## src/verilog/ssp_defs.vh

```
// register map, field positions, reset values and timing counts of the serial port
`ifndef SSP_DEFS_VH
`define SSP_DEFS_VH

// byte addresses on the register bus
`define SSP_ADDR_DATA 8'h00
`define SSP_ADDR_DIV 8'h04
`define SSP_ADDR_MODE 8'h08
`define SSP_ADDR_MISC 8'h0c
`define SSP_ADDR_IRQ_STAT 8'h10
`define SSP_ADDR_IRQ_EN 8'h14
`define SSP_ADDR_IRQ_CLR 8'h18

// divide register fields
`define SSP_DIV_DONE 7
`define SSP_DIV_LEN_HI 6
`define SSP_DIV_LEN_LO 3
`define SSP_DIV_CD_HI 2
`define SSP_DIV_CD_LO 0

// mode register fields
`define SSP_MODE_ACTIVE 0
`define SSP_MODE_IRQ_EN 1
`define SSP_MODE_CLOCK_PHASE_SEL 2
`define SSP_MODE_CLOCK_POLARITY_SEL 3
`define SSP_MODE_IN_EN 4
`define SSP_MODE_EXT_START 5

// misc register fields
`define SSP_MISC_OUT_SEL 0

// reset values
`define SSP_RST_DIV 8'h00
`define SSP_RST_MODE 8'h00
`define SSP_RST_MISC 8'h00

// core clock period in ns and minimum shift-clock half period
`define SSP_CLK_NS 100
`define SSP_MIN_HALF_NS 100
`define SSP_MIN_HALF_CYC ((`SSP_MIN_HALF_NS + `SSP_CLK_NS - 1) / `SSP_CLK_NS)

`endif

```

## src/verilog/ssp_rate_gen.v

```verilog
// bit clock divider: emits a tick each half shift-clock period
`timescale 1ns/10ps
`include "ssp_defs.vh"
module ssp_rate_gen (
  input wire pclk,
  input wire presetn,
  input wire run,
  input wire [2:0] code,
  output reg tick_q
);
  reg [7:0] cnt_q;
  wire [7:0] limit;

  // divide ratio per code; one half period is ratio core cycles
  function [7:0] ratio_m1;
    input [2:0] c;
    begin
      case (c)
        3'h7: ratio_m1 = 8'hff;
        default: ratio_m1 = (8'h01 << c) - 8'h01;
      endcase
    end
  endfunction

  assign limit = ratio_m1(code);

  // counter restarts whenever the shifter is idle so each frame starts aligned
  always @(posedge pclk or negedge presetn) begin
    if (!presetn) begin
      cnt_q <= 8'h00;
      tick_q <= 1'b0;
    end else if (!run) begin
      cnt_q <= 8'h00;
      tick_q <= 1'b0;
    end else if (cnt_q == limit) begin
      cnt_q <= 8'h00;
      tick_q <= 1'b1;
    end else begin
      cnt_q <= cnt_q + 8'h01;
      tick_q <= 1'b0;
    end
  end
endmodule

```

## src/verilog/ssp_sync.v

```verilog
// three-stage synchroniser for a pin input, change accepted when last two agree
`timescale 1ns/10ps
module ssp_sync (
  input wire pclk,
  input wire presetn,
  input wire pin_in,
  output reg level_q
);
  reg [2:0] sync_q;

  // first stage only feeds the second; second and third vote
  always @(posedge pclk or negedge presetn) begin
    if (!presetn) begin
      sync_q <= 3'h0;
      level_q <= 1'b0;
    end else begin
      sync_q <= {sync_q[1:0], pin_in};
      if (sync_q[1] == sync_q[2]) begin
        level_q <= sync_q[2];
      end
    end
  end
endmodule

```

## src/verilog/ssp_top.v

```verilog
// serial peripheral port: apb registers, master shifter, irq and pin mux
//
// Design decisions made here: the APB slave port and the register addresses.
`timescale 1ns/10ps
`include "ssp_defs.vh"
module ssp_top (
  input wire pclk,
  input wire presetn,
  input wire psel,
  input wire penable,
  input wire pwrite,
  input wire [7:0] paddr,
  input wire [31:0] pwdata,
  output reg [31:0] prdata,
  output wire pready,
  output wire pslverr,
  input wire serial_in,
  output reg sclk_q,
  output wire shared_port_pin_o,
  output wire shared_port_pin_oe,
  input wire port_out,
  input wire port_oe,
  output wire irq
);
  // ----------------------------------------------------------------
  // state
  // ----------------------------------------------------------------
  localparam ST_IDLE = 3'b001;
  localparam ST_WAIT = 3'b010;
  localparam ST_SHIFT = 3'b100;

  reg [2:0] state_q;
  reg [7:0] div_q;
  reg [7:0] mode_q;
  reg [7:0] misc_q;
  reg [7:0] data_q;
  reg [1:0] irq_stat_q;
  reg [1:0] irq_en_q;
  reg sout_q;
  reg [3:0] bits_q;
  reg phase_q;
  reg serial_in_d1_q;
  wire sin_lvl;
  wire tick;
  wire wr;
  wire rd_err;
  wire active;
  wire done_evt;
  wire abort_evt;
  wire lead_edge;
  wire trail_edge;
  wire shift_in_bit;
  wire last_bit;

  assign active = mode_q[`SSP_MODE_ACTIVE];
  assign wr = psel & penable & pwrite;
  assign pready = 1'b1;
  assign rd_err = 1'b0;
  assign pslverr = psel & penable & !(paddr == `SSP_ADDR_DATA || paddr == `SSP_ADDR_DIV
    || paddr == `SSP_ADDR_MODE || paddr == `SSP_ADDR_MISC
    || paddr == `SSP_ADDR_IRQ_STAT || paddr == `SSP_ADDR_IRQ_EN
    || paddr == `SSP_ADDR_IRQ_CLR) | rd_err;

  // ----------------------------------------------------------------
  // pin input and bit clock
  // ----------------------------------------------------------------
  ssp_sync u_sync (
    .pclk(pclk),
    .presetn(presetn),
    .pin_in(serial_in),
    .level_q(sin_lvl)
  );

  ssp_rate_gen u_rate (
    .pclk(pclk),
    .presetn(presetn),
    .run(state_q == ST_SHIFT),
    .code(div_q[`SSP_DIV_CD_HI:`SSP_DIV_CD_LO]),
    .tick_q(tick)
  );

  // phase_q 0: next tick is the leading edge of a bit, 1: trailing edge
  assign lead_edge = (state_q == ST_SHIFT) & tick & !phase_q;
  assign trail_edge = (state_q == ST_SHIFT) & tick & phase_q;
  // zeros when input disabled
  assign shift_in_bit = mode_q[`SSP_MODE_IN_EN] ? sin_lvl : 1'b0;
  assign last_bit = (bits_q == div_q[`SSP_DIV_LEN_HI:`SSP_DIV_LEN_LO]);
  assign done_evt = trail_edge & last_bit;
  // software dropping the active flag mid-frame aborts it
  assign abort_evt = wr & (paddr == `SSP_ADDR_MODE) & active
    & !pwdata[`SSP_MODE_ACTIVE] & (state_q != ST_IDLE);

  // ----------------------------------------------------------------
  // frame sequencer
  // ----------------------------------------------------------------
  // clock_phase_sel 0 samples on the leading edge, clock_phase_sel 1 on the trailing edge;
  // clock_polarity_sel only inverts the idle level of the clock pin
  always @(posedge pclk or negedge presetn) begin
    if (!presetn) begin
      state_q <= ST_IDLE;
      bits_q <= 4'h0;
      phase_q <= 1'b0;
      sclk_q <= 1'b0;
      sout_q <= 1'b0;
      serial_in_d1_q <= 1'b0;
    end else begin
      serial_in_d1_q <= sin_lvl;
      case (state_q)
        ST_IDLE: begin
          sclk_q <= mode_q[`SSP_MODE_CLOCK_POLARITY_SEL];
          if (active) begin
            state_q <= ST_WAIT;
          end
        end
        ST_WAIT: begin
          if (!active) begin
            state_q <= ST_IDLE;
          end else if (!mode_q[`SSP_MODE_EXT_START] || sin_lvl) begin
            state_q <= ST_SHIFT;
            bits_q <= 4'h1;
            phase_q <= 1'b0;
            // clock_phase_sel 0: msb presented as soon as the frame starts
            if (!mode_q[`SSP_MODE_CLOCK_PHASE_SEL]) begin
              sout_q <= data_q[7];
            end
          end
        end
        ST_SHIFT: begin
          if (abort_evt) begin
            state_q <= ST_IDLE;
            sclk_q <= mode_q[`SSP_MODE_CLOCK_POLARITY_SEL];
          end else if (tick) begin
            sclk_q <= ~sclk_q;
            phase_q <= ~phase_q;
            // clock_phase_sel 1 drives the next bit on the leading edge of each period
            if (lead_edge && mode_q[`SSP_MODE_CLOCK_PHASE_SEL]) begin
              sout_q <= data_q[7];
            end
            if (trail_edge) begin
              if (last_bit) begin
                state_q <= ST_IDLE;
              end else begin
                bits_q <= bits_q + 4'h1;
                // the leading edge already shifted, so the next bit sits at the top
                if (!mode_q[`SSP_MODE_CLOCK_PHASE_SEL]) begin
                  sout_q <= data_q[7];
                end
              end
            end
          end
        end
        default: begin
          state_q <= ST_IDLE;
        end
      endcase
    end
  end

  // ----------------------------------------------------------------
  // registers
  // ----------------------------------------------------------------
  // data register: software load when idle, msb-first shift during a frame;
  // sample point is leading edge (clock_phase_sel 0) or trailing edge (clock_phase_sel 1)
  always @(posedge pclk or negedge presetn) begin
    if (!presetn) begin
      data_q <= 8'h00;
    end else if (state_q == ST_SHIFT && tick && (phase_q == mode_q[`SSP_MODE_CLOCK_PHASE_SEL])) begin
      data_q <= {data_q[6:0], shift_in_bit};
    end else if (wr && paddr == `SSP_ADDR_DATA && !active) begin
      data_q <= pwdata[7:0];
    end
  end

  // divide register: fields writable only when idle, done flag set wins
  always @(posedge pclk or negedge presetn) begin
    if (!presetn) begin
      div_q <= `SSP_RST_DIV;
    end else begin
      if (wr && paddr == `SSP_ADDR_DIV && !active) begin
        div_q[6:0] <= pwdata[6:0];
      end
      // a write of one to the done bit clears it; software cannot set it
      if (done_evt) begin
        div_q[`SSP_DIV_DONE] <= 1'b1;
      end else if (wr && paddr == `SSP_ADDR_DIV && pwdata[`SSP_DIV_DONE]) begin
        div_q[`SSP_DIV_DONE] <= 1'b0;
      end
    end
  end

  // mode register: active flag self-clears when the frame ends
  always @(posedge pclk or negedge presetn) begin
    if (!presetn) begin
      mode_q <= `SSP_RST_MODE;
    end else if (done_evt) begin
      mode_q[`SSP_MODE_ACTIVE] <= 1'b0;
    end else if (wr && paddr == `SSP_ADDR_MODE) begin
      mode_q <= {2'b00, pwdata[5:0]};
    end
  end

  always @(posedge pclk or negedge presetn) begin
    if (!presetn) begin
      misc_q <= `SSP_RST_MISC;
    end else if (wr && paddr == `SSP_ADDR_MISC) begin
      misc_q <= {7'h00, pwdata[`SSP_MISC_OUT_SEL]};
    end
  end

  // ----------------------------------------------------------------
  // interrupts
  // ----------------------------------------------------------------
  // bit 0 frame done, bit 1 frame aborted; set beats clear
  always @(posedge pclk or negedge presetn) begin
    if (!presetn) begin
      irq_stat_q <= 2'h0;
      irq_en_q <= 2'h0;
    end else begin
      if (wr && paddr == `SSP_ADDR_IRQ_EN) begin
        irq_en_q <= pwdata[1:0];
      end
      irq_stat_q[0] <= done_evt | (irq_stat_q[0]
        & !(wr && paddr == `SSP_ADDR_IRQ_CLR && pwdata[0]));
      irq_stat_q[1] <= abort_evt | (irq_stat_q[1]
        & !(wr && paddr == `SSP_ADDR_IRQ_CLR && pwdata[1]));
    end
  end

  // mode enable bit gates the whole request, as the legacy mask did
  assign irq = mode_q[`SSP_MODE_IRQ_EN] & |(irq_stat_q & irq_en_q);

  // ----------------------------------------------------------------
  // pins and read data
  // ----------------------------------------------------------------
  // serial out takes the pin only when selected, else plain port line
  assign shared_port_pin_o = misc_q[`SSP_MISC_OUT_SEL] ? sout_q : port_out;
  assign shared_port_pin_oe = misc_q[`SSP_MISC_OUT_SEL] ? 1'b1 : port_oe;

  // read data registered in the setup cycle; clear register reads zero
  always @(posedge pclk or negedge presetn) begin
    if (!presetn) begin
      prdata <= 32'h0000_0000;
    end else if (psel && !penable && !pwrite) begin
      case (paddr)
        `SSP_ADDR_DATA: prdata <= {24'h00_0000, data_q};
        `SSP_ADDR_DIV: prdata <= {24'h00_0000, div_q};
        `SSP_ADDR_MODE: prdata <= {24'h00_0000, mode_q};
        `SSP_ADDR_MISC: prdata <= {24'h00_0000, misc_q};
        `SSP_ADDR_IRQ_STAT: prdata <= {30'h0000_0000, irq_stat_q};
        `SSP_ADDR_IRQ_EN: prdata <= {30'h0000_0000, irq_en_q};
        default: prdata <= 32'h0000_0000;
      endcase
    end
  end
endmodule
```

## config.mk

```make
export PLATFORM = sky130hd
export DESIGN_NAME = ssp_top
export DESIGN_NICKNAME = d
export VERILOG_FILES = /design/src/verilog/ssp_rate_gen.v /design/src/verilog/ssp_sync.v /design/src/verilog/ssp_top.v
export VERILOG_INCLUDE_DIRS = /design/src /design/src/verilog
export SDC_FILE = /design/constraint.sdc
export NUM_CORES = 1
export LEC_CHECK = 0
export ABC_CLOCK_PERIOD_IN_PS = 6700
export BUFFER_PORTS_ARGS = -buffer_cell sky130_fd_sc_hd__buf_2
export CAP_MARGIN = 0
export CORE_MARGIN = 1
export CORE_UTILIZATION = 45
export CTS_CLUSTER_SIZE = 24
export DETAILED_ROUTE_END_ITERATION = 16
export PLACE_DENSITY_LB_ADDON = 0.2
export RECOVER_POWER = 100
export SETUP_SLACK_MARGIN = 0.4
export SLEW_MARGIN = 15
export SYNTH_ARGS = -nofsm -noshare
export SYNTH_HDL_FRONTEND = slang
export SYNTH_SLANG_ARGS = --single-unit
```

## constraint.sdc

```tcl
create_clock -name pclk -period 6.7 [get_ports pclk]
set_input_delay 1.005 -clock pclk [delete_from_list [all_inputs] [get_ports pclk]]
set_output_delay 1.005 -clock pclk [all_outputs]
set_load 0.01 [all_outputs]
```

### After elaboration in Yosys (flattened, before gate mapping)

Cells that the tools add are included.

* eq/ne operators: 27
* magnitude comparators: 0
* div/mod/pow operators: 0
* bitwise gates (word level): 20
* add/subtract/negate cells: 3
* multiply operators: 0
* multiplexer cells: 48
* reductions and logical operators: 45
* shift operators: 1

Operators with widths (number)
* one-hot mux 8 bit (6 select lines): 1
* two-way mux 8 bit: 5
* equality test 8 x 5 -> 1 bit (second input constant): 3
* two-way mux 1 bit: 24
* two-way mux 4 bit: 6
* two-way mux 3 bit: 7
* equality test 8 x 4 -> 1 bit (second input constant): 2
* logical AND 1 bit: 16
* != test 2 bit (second input constant): 8
* AND 1 bit: 14
* != test 3 bit (second input constant): 4
* AND reduction 5 bit: 2
* nonzero test 2 bit: 5
* zero test 1 bit: 9
* one-hot mux 3 bit (3 select lines): 1
* adder 8 x 1 -> 8 bit (second input constant): 1
* equality test 8 x 3 -> 1 bit (second input constant): 1
* equality test 8 bit: 1
* zero test 8 bit: 1
* one-hot mux 4 bit (2 select lines): 1
* << shifter 1 x 3 -> 8 bit (first input constant): 1
* subtractor 8 x 1 -> 8 bit (second input constant): 1
* logical OR 1 bit: 7
* AND reduction 7 bit: 1
* 14 further kinds: 22

* ROM bits: 0
* bits in latches: 0
* input bits: 48
* register bits: 82
* bits in writable memories: 0
* memories kept: 0
* logic and storage cells: 162

### Longest topological paths before layout

Gate-level depths: netlist (run 1).

* word-level depth: 11
* depth in mapped cells: 8
* depth with buffers taken out: 8

### Hierarchy

Synthesis (run 1) repeated with hierarchy kept, for this count alone.

* cells, all modules: 354
* area, all modules: 3553.4 µm²

Modules (own cells, without submodules)
* ssp_top: times used 1, sequential area each 1127.3 µm², cells each 268, area an instance 2737.6 µm²
* ssp_rate_gen: times used 1, sequential area each 225.2 µm², cells each 81, area an instance 704.4 µm²
* ssp_sync: times used 1, sequential area each 100.1 µm², cells each 5, area an instance 111.4 µm²

### Least setup slack after synthesis (run 1)

OpenSTA, ideal clock, no wires.

* path type: input to output
* start: input paddr[5]
* end: output pslverr
* cell stages on the path: 4
* path buffers: 0
* slack: 4.001 ns
* arrival time: 1.694 ns
* path through: nor4_4 -> nand2_1 -> nand3_1 -> a21oi_1

* longest elaborated chain between the ends: 9
* elaborated cells on any way between the ends: 15
* those cells by class: eq/ne (6); bitwise (1); reduce/logical (8)

RTL lines
* start, declared: RTL line ssp_top.v:12 `input wire [7:0] paddr,`
* equality test 8 x 3 -> 1 bit or zero test 8 bit (tied branches)
* logical OR 1 bit (no line) (5 in series)
* logical OR 1 bit (no line) (*)
* zero test 1 bit (*): RTL line ssp_top.v:59 `` assign pslverr = psel & penable & !(paddr == `SSP_ADDR_DATA || paddr == `SSP_ADDR_DIV ``
* AND 1 bit (*): RTL line ssp_top.v:59
* end, declared: RTL line ssp_top.v:16 `output wire pslverr,`

Every way passes the cells marked *; elsewhere a longest branch is shown, timed or not.

### Worst setup path after layout (run 1)

* start: input paddr[4]
* end: register div_q[1]

* longest elaborated chain between the ends: 3

RTL lines
* equality test 8 x 3 -> 1 bit
* logical AND 1 bit (no line)
* logical AND 1 bit: RTL line ssp_top.v:179 `` if (wr && paddr == `SSP_ADDR_DIV && !active) begin ``
* end signal, assigned: RTL line ssp_top.v:177 `` div_q <= `SSP_RST_DIV; ``
* end signal, assigned: RTL line ssp_top.v:180 `div_q[6:0] <= pwdata[6:0];`
* end, declared: RTL line ssp_top.v:33 `reg [7:0] div_q;`

Every way passes these cells.
A chain may end at the register's enable or synchronous reset.

==> results of run 1 <==
[path summary, 6_finish.rpt]
| path | from | endpoint | slack (ns) | cells past startpoint |
|---|---|---|---|---|
| worst max-delay path | paddr[4] | div_q[1] | 3.10 | 5 |
| worst min-delay path | u_sync.sync_q[0] | u_sync.sync_q[1] | 0.36 | 0 |
| worst max register to register | div_q[2] | u_rate.cnt_q[2] | 3.40 | 8 |
| worst min register to register | u_sync.sync_q[0] | u_sync.sync_q[1] | 0.36 | 0 |
| max in group asynchronous | presetn | div_q[0] | 3.11 | 2 |
| min in group asynchronous | presetn | u_rate.cnt_q[3] | 1.81 | 2 |
[logic make-up (layout without fill, tap and decap cells)]
logic type / after synthesis / count (layout)
and+or+nand+nor: 117 / 117
AOI/OAI and AO/OA: 60 / 60
DFF: 58 / 58
buffers and inverters: 41 / 58
muxes: 38 / 38
xor gates and xnor gates: 14 / 14
adders and majority gates: 4 / 4
other: 2 / 25
[sequential cells by signal, summed over array words and instances, names as in the netlist, 2 cells and up]
name           cells
u_sync.sync_q      3
state_q            3
bits_q             4
irq_stat_q         2
irq_en_q           2
mode_q             6
div_q              8
u_rate.cnt_q       8
prdata             8
data_q             8
[layout by cell type, fill, tap and decap left out, types with 5 or more instances in the layout]
cell,n
dfrtp_1,57
nand2_1,28
mux2i_1,18
and3_1,5
clkbuf_1,16
conb_1,25
buf_2,21
nor2_1,21
xnor2_1,9
inv_1,5
nand4_1,5
a21oi_1,15
clkbuf_8,9
o21ai_0,20
mux2_2,18
xor2_1,5
nand2b_1,6
a211oi_1,8
nand3_1,13
[power by group through the flow]
stage                     combinational [W]  sequential [W]  clock, W
final                             0.0000581        0.000363  0.000367
after global routing              0.0000669        0.000364  0.000393
after CTS                         0.0000629        0.000363  0.000376
after detailed placement          0.0000629        0.000369         0
after global placement            0.0000620        0.000369         0
after floorplan                   0.0000462        0.000368         0
[per-stage QoR]
| stage | worst slack (ns) | utilization [%] | std cells | area, um2 | hold WS, ns |
|---|---|---|---|---|---|
| after CTS | 3.63 | 51.7 | 473 | 3750 | 0.366 |
| after global placement | 3.64 | 48.6 | 457 | 3530 | 0.345 |
| after detailed placement | 3.63 | 48.6 | 457 | 3530 | 0.348 |
| final | 3.10 | 50.6 | 473 | 3670 | 0.363 |
| after floorplan | 4.00 | - | 357 | 3460 | 0.331 |
| after global routing | 2.45 | 50.6 | 473 | 3670 | 0.379 |
[worst max-delay path, delay by kind of cell]
| family | cells | cell delay [ns] |
|---|---|---|
| buffers and inverters | 1 | 0.11 |
| muxes | 1 | 0.44 |
| and+or+nand+nor | 3 | 2.26 |
[routing by layer]
layer | vias up | routed length (um)
met3 | 6 | 315
met5 | - | 0
met4 | 0 | 83
li1 | 1229 | -
met2 | 60 | 3460
met1 | 1234 | 3360
[area by class of cell]
cell class,instances,area share [%]
multi-input combinational,258,45.9
sequential,58,39.6
timing repair buffer,37,4.50
clock buffer,9,3.37
tap,99,3.37
clock inverter,7,2.79
inverter,5,0.511
==> reports/qor.csv, run 1 <==
stage;metric;value;unit
power;Total Power;0.000788;W
timing;Least-Margin Pin Slew;3.17;ns
power;clock group share of total power;46.6;%
global_routing;GR peak layer;met2;
yosys;Synth top area share;42.3;%
power;VDD IR max;0.141;mV
route;DR pass1 iterations;4;
cells_and_area;# nets final;420;
timing;Achievable Freq;278;MHz
yosys;Synth cell types;58;
yosys;compound-cell area share of the yosys netlist;10.9;%
cells_and_area;FF+latch area;1450;um2
critical_path;Critical Path End Type;flop;
power;Int Power;0.000588;W
cts;Clock transition at path regs;0.07;ns
critical_path;Arr. time, crit path;3.82;ns
power;Seq pwr share;46.0;%
floorplanning;Top Ports;86;
timing;Slew Limit Fails;67;
cts;post_cts resized;0;
power;pwr dens;215;nW/um2
yosys;Post-synth EDFFs;0;
yosys;Syn Std Cell Area;3380;um2
yosys;Synth Register Bits;58;
timing;final setup vio count;0;
critical_path;worst-path maximum fanout;7;
global_routing;antenna violations before repair;0;
floorplanning;DIE AREA;7850;um2
cts;CTS Sinks;58;
global_routing;vias in the first global route;2362;
cells_and_area;area of the multi-input gates;1680;um2
global_routing;GR Layer Usage met1;27.5;%
yosys;Post-Synth Adder-Cell Area;1.41;%
timing;Final Hold Viols;0;
place;Placer Congestion;0.795;
cts;postcts setup bufs;0;
route;Initial DRC Count;166;
critical_path;CP Launch Type;primary input;
power;Gate power share;7.4;%
global_routing;grt total ovfl;0;
power;Sw Share;25.4;%
power;Switch Pwr;0.000200;W
yosys;synthesized area per cell;10.1;um2
cts;H-tree Lvls;3;
cts;TritonCTS buffer count;9;
timing;fin crit share;53.7;%
critical_path;Crit Path Class;in2reg;
critical_path;max incr delay on CP;1.36;ns
power;leakage;1.65;nW
cts;Root Driver;clkbuf_8;
yosys;largest family of logic cells by synthesized area;simple AND/OR/NAND/NOR gates;
global_routing;global-route track usage on met2;32.2;%
timing;Rel. slew slack;-111;%
yosys;Post-synth ARST share;100;%
worst_hold_path;worst min path class;reg2reg;
route;Final ANT Viol Nets;0;
place;Detailed Place HPWL;5.07;mm
floorplanning;die height;88.6;um
yosys;post-synthesis mux area share;12.3;%
route;vias;2529;
floorplanning;row count;31;
yosys;Synth warnings;0;
timing;unrepaired setup endpoints after global routing;false;
critical_path;Worst EP required;6.92;ns
yosys;Synth area leaders;dfrtp_1 (42%), mux2_2 (6.3%), buf_4 (5.6%), mux2i_1 (5.3%), nand2_1 (3.1%);
critical_path;CP most frequent cell;nor4_1;
run;Max-Cap Viols;2;
yosys;sequential fraction of the synthesis area;43.0;%
floorplanning;Initial Utilization;46.5;%
timing;post-layout min period;3.60;ns
yosys;Post-Synth XOR/XNOR Area;3.63;%
cts;clk buf depth;2;
cts;Worst-Skew Late Latency;0.34;ns
yosys;Commonest cells post-synth;dfrtp_1 (57), nand2_1 (28), buf_4 (25), nor2_1 (20), mux2_2 (19);
route;DR WL/cell;15.3;um
route;DR vias/cell;5.35;
timing;Setup TNS;0;ns
yosys;Most used DFF post-synth;dfrtp_1;
yosys;synthesized instance count;334;
yosys;Synth Area in Simple Gates;20.6;%
global_routing;global-route wire length before repair;11.9;mm
cts;hold_buf cts;0;
cells_and_area;number of fillers in the final layout;698;
global_routing;largest net degree at the start of global routing;59;
floorplanning;Die X;88.6;um
floorplanning;core area;7250;um2
yosys;Synth area leader;dfrtp_1;
outcome;status;finished, violations left;
yosys;most numerous cell in the Yosys netlist;dfrtp_1;
outcome;failing checks;max-capacitance violations, max-slew violations;
critical_path;slowest stage cell, crit path;nor4_1;
cts;CTS tree;built;
global_routing;Total GRT Usage;20.5;%
route;final WL;7.22;mm
global_routing;met3 usage;5.88;%
cells_and_area;fraction of layout cells with a size suffix above 1;17.6;%
cells_and_area;# diodes;0;
place;PortBufs;36;
critical_path;crit path cell chain;clkbuf_1, nor4_1, nand3_4, nor4_1, mux2_2;
timing;Clock Skews;0.00601;ns
route;DRC errors left;0;
cells_and_area;P&R area growth vs syn;8.75;%
Note: power is estimated with default switching activity, not from simulation.
==> inputs of run 2 (changes only) <==
- ABC_CLOCK_PERIOD_IN_PS: 6700 -> 3650
- clock period: 6.7 -> 3.65 ns (I/O delays scaled with it)
==> reports/qor.csv, run 2 (synthesized netlist as in run 1, its figures left out) <==
stage;metric;value;unit
outcome;status;finished, violations left;
outcome;failing checks;max-capacitance violations, max-slew violations;
worst_hold_path;worst min path class;in2reg;
critical_path;Crit Path Class;reg2reg;
critical_path;Arr. time, crit path;3.18;ns
timing;setup ws final;0.744;ns
route;DR vias/cell;5.41;
cells_and_area;# diodes;0;
power;pwr dens;392;nW/um2
cells_and_area;number of fillers in the final layout;700;
place;placed insts;457;
cells_and_area;fraction of layout cells with a size suffix above 1;18.2;%
floorplanning;Top Ports;86;
global_routing;vias in the first global route;2394;
route;DR pass1 iterations;6;
timing;final setup vio count;0;
cells_and_area;Final Instance Count excl. Fillers;473;
global_routing;global-route wire length before repair;12.1;mm
cts;post_cts resized;0;
cts;CTS tree;built;
timing;Least-Margin Pin Slew;1.97;ns
global_routing;antenna violations before repair;0;
power;leakage;1.67;nW
cells_and_area;P&R area growth vs syn;9.34;%
floorplanning;DIE AREA;7850;um2
power;VDD IR max;0.254;mV
floorplanning;row count;31;
route;Initial DRC Count;119;
floorplanning;Die X;88.6;um
timing;Setup TNS;0;ns
cts;TritonCTS buffer count;9;
route;Final ANT Viol Nets;0;
cts;Worst-Skew Late Latency;0.34;ns
global_routing;grt total ovfl;0;
cts;CTS Sinks;58;
route;final WL;7.48;mm
cells_and_area;commonest non-fill, non-tap cell in the layout;dfrtp_1;
place;Placer Congestion;0.799;
timing;Clock Skews;0.00672;ns
timing;Slew Limit Fails;38;
route;DR WL/cell;15.8;um
timing;Final Hold Viols;0;
cts;Clock transition at path regs;0.07;ns
floorplanning;die height;88.6;um
run;Max-Cap Viols;1;
critical_path;worst-path maximum fanout;16;
cells_and_area;# nets final;420;
cells_and_area;most frequent cells in the layout;dfrtp_1 (57), nand2_1 (28), conb_1 (25);
floorplanning;Initial Utilization;46.5;%
cts;Root Driver;clkbuf_8;
place;dpl ws;1.05;ns
timing;Rel. slew slack;-31.4;%
global_routing;largest net degree at the start of global routing;38;
timing;post-layout min period;2.91;ns
timing;unrepaired setup endpoints after global routing;false;
floorplanning;core area;7250;um2
global_routing;Total GRT Usage;20.9;%
route;vias;2558;
place;PortBufs;36;
cts;hold_buf cts;0;
critical_path;CP Launch Type;flop;
timing;Achievable Freq;344;MHz
cts;clk buf depth;2;
cts;postcts setup bufs;0;
cts;H-tree Lvls;3;
critical_path;Worst EP required;3.92;ns
critical_path;Critical Path End Type;flop;
timing;fin crit share;79.6;%
place;Detailed Place HPWL;5.32;mm
route;DRC errors left;0;
## run 2: cell type report
class,instances,area (um2),area share (%)
clock buffer,9,124,3.36
clock inverter,7,103,2.78
sequential,58,1450,39.4
timing repair buffer,37,168,4.54
inverter,5,18.8,0.508
multi-input combinational,258,1700,46.1
tap,99,124,3.36
## run 2: worst max-delay path: stages (launching register included)
cell      delay, ns
dfrtp_1        0.55
nand2b_1       0.24
or2_2          0.29
ha_1           0.28
nor4bb_1       0.19
o31a_1         0.32
nor3_1         0.70
and3_1         0.27
## run 2: per-layer routing
layer  up-vias  track usage (%)  share of wire (%)
li1       1221                -                  -
met1      1281             27.9                 46
met2        54             34.3                 50
met3         2             4.85                3.3
met4         0             5.72               0.47
met5         -                0                  0
## run 2: worst paths after layout
path                             startpoint               end  slack (ns)  cells past startpoint
min in group asynchronous           presetn   u_rate.cnt_q[4]        0.76                      1
max in group asynchronous           presetn        state_q[0]        1.65                      2
max                                div_q[2]     u_rate.tick_q        0.74                      7
max reg2reg                        div_q[2]     u_rate.tick_q        0.74                      7
min reg2reg                u_sync.sync_q[0]  u_sync.sync_q[1]        0.36                      0
min                               serial_in  u_sync.sync_q[0]        0.31                      1
## run 2: power by group
group / internal (W) / total (W) / switching [W]
sequential: 0.000654 / 0.000665 / 0.0000118
clock: 0.000390 / 0.000670 / 0.000280
combinational: 0.0000381 / 0.000110 / 0.0000722
total: 0.00108 / 0.00145 / 0.000364
## run 2: metrics by stage
stage / hold WS (ns) / instance area [um2] / util (%) / total power [W]
3_5_place_dp: 0.345 / 3530 / 48.6 / 0.000794
2_1_floorplan: 0.252 / 3460 / - / 0.000760
4_1_cts: 0.293 / 3750 / 51.7 / 0.00147
3_3_place_gp: 0.344 / 3530 / 48.6 / 0.000792
6_report: 0.312 / 3690 / 50.9 / 0.00145
5_1_grt: 0.291 / 3690 / 50.9 / 0.00151
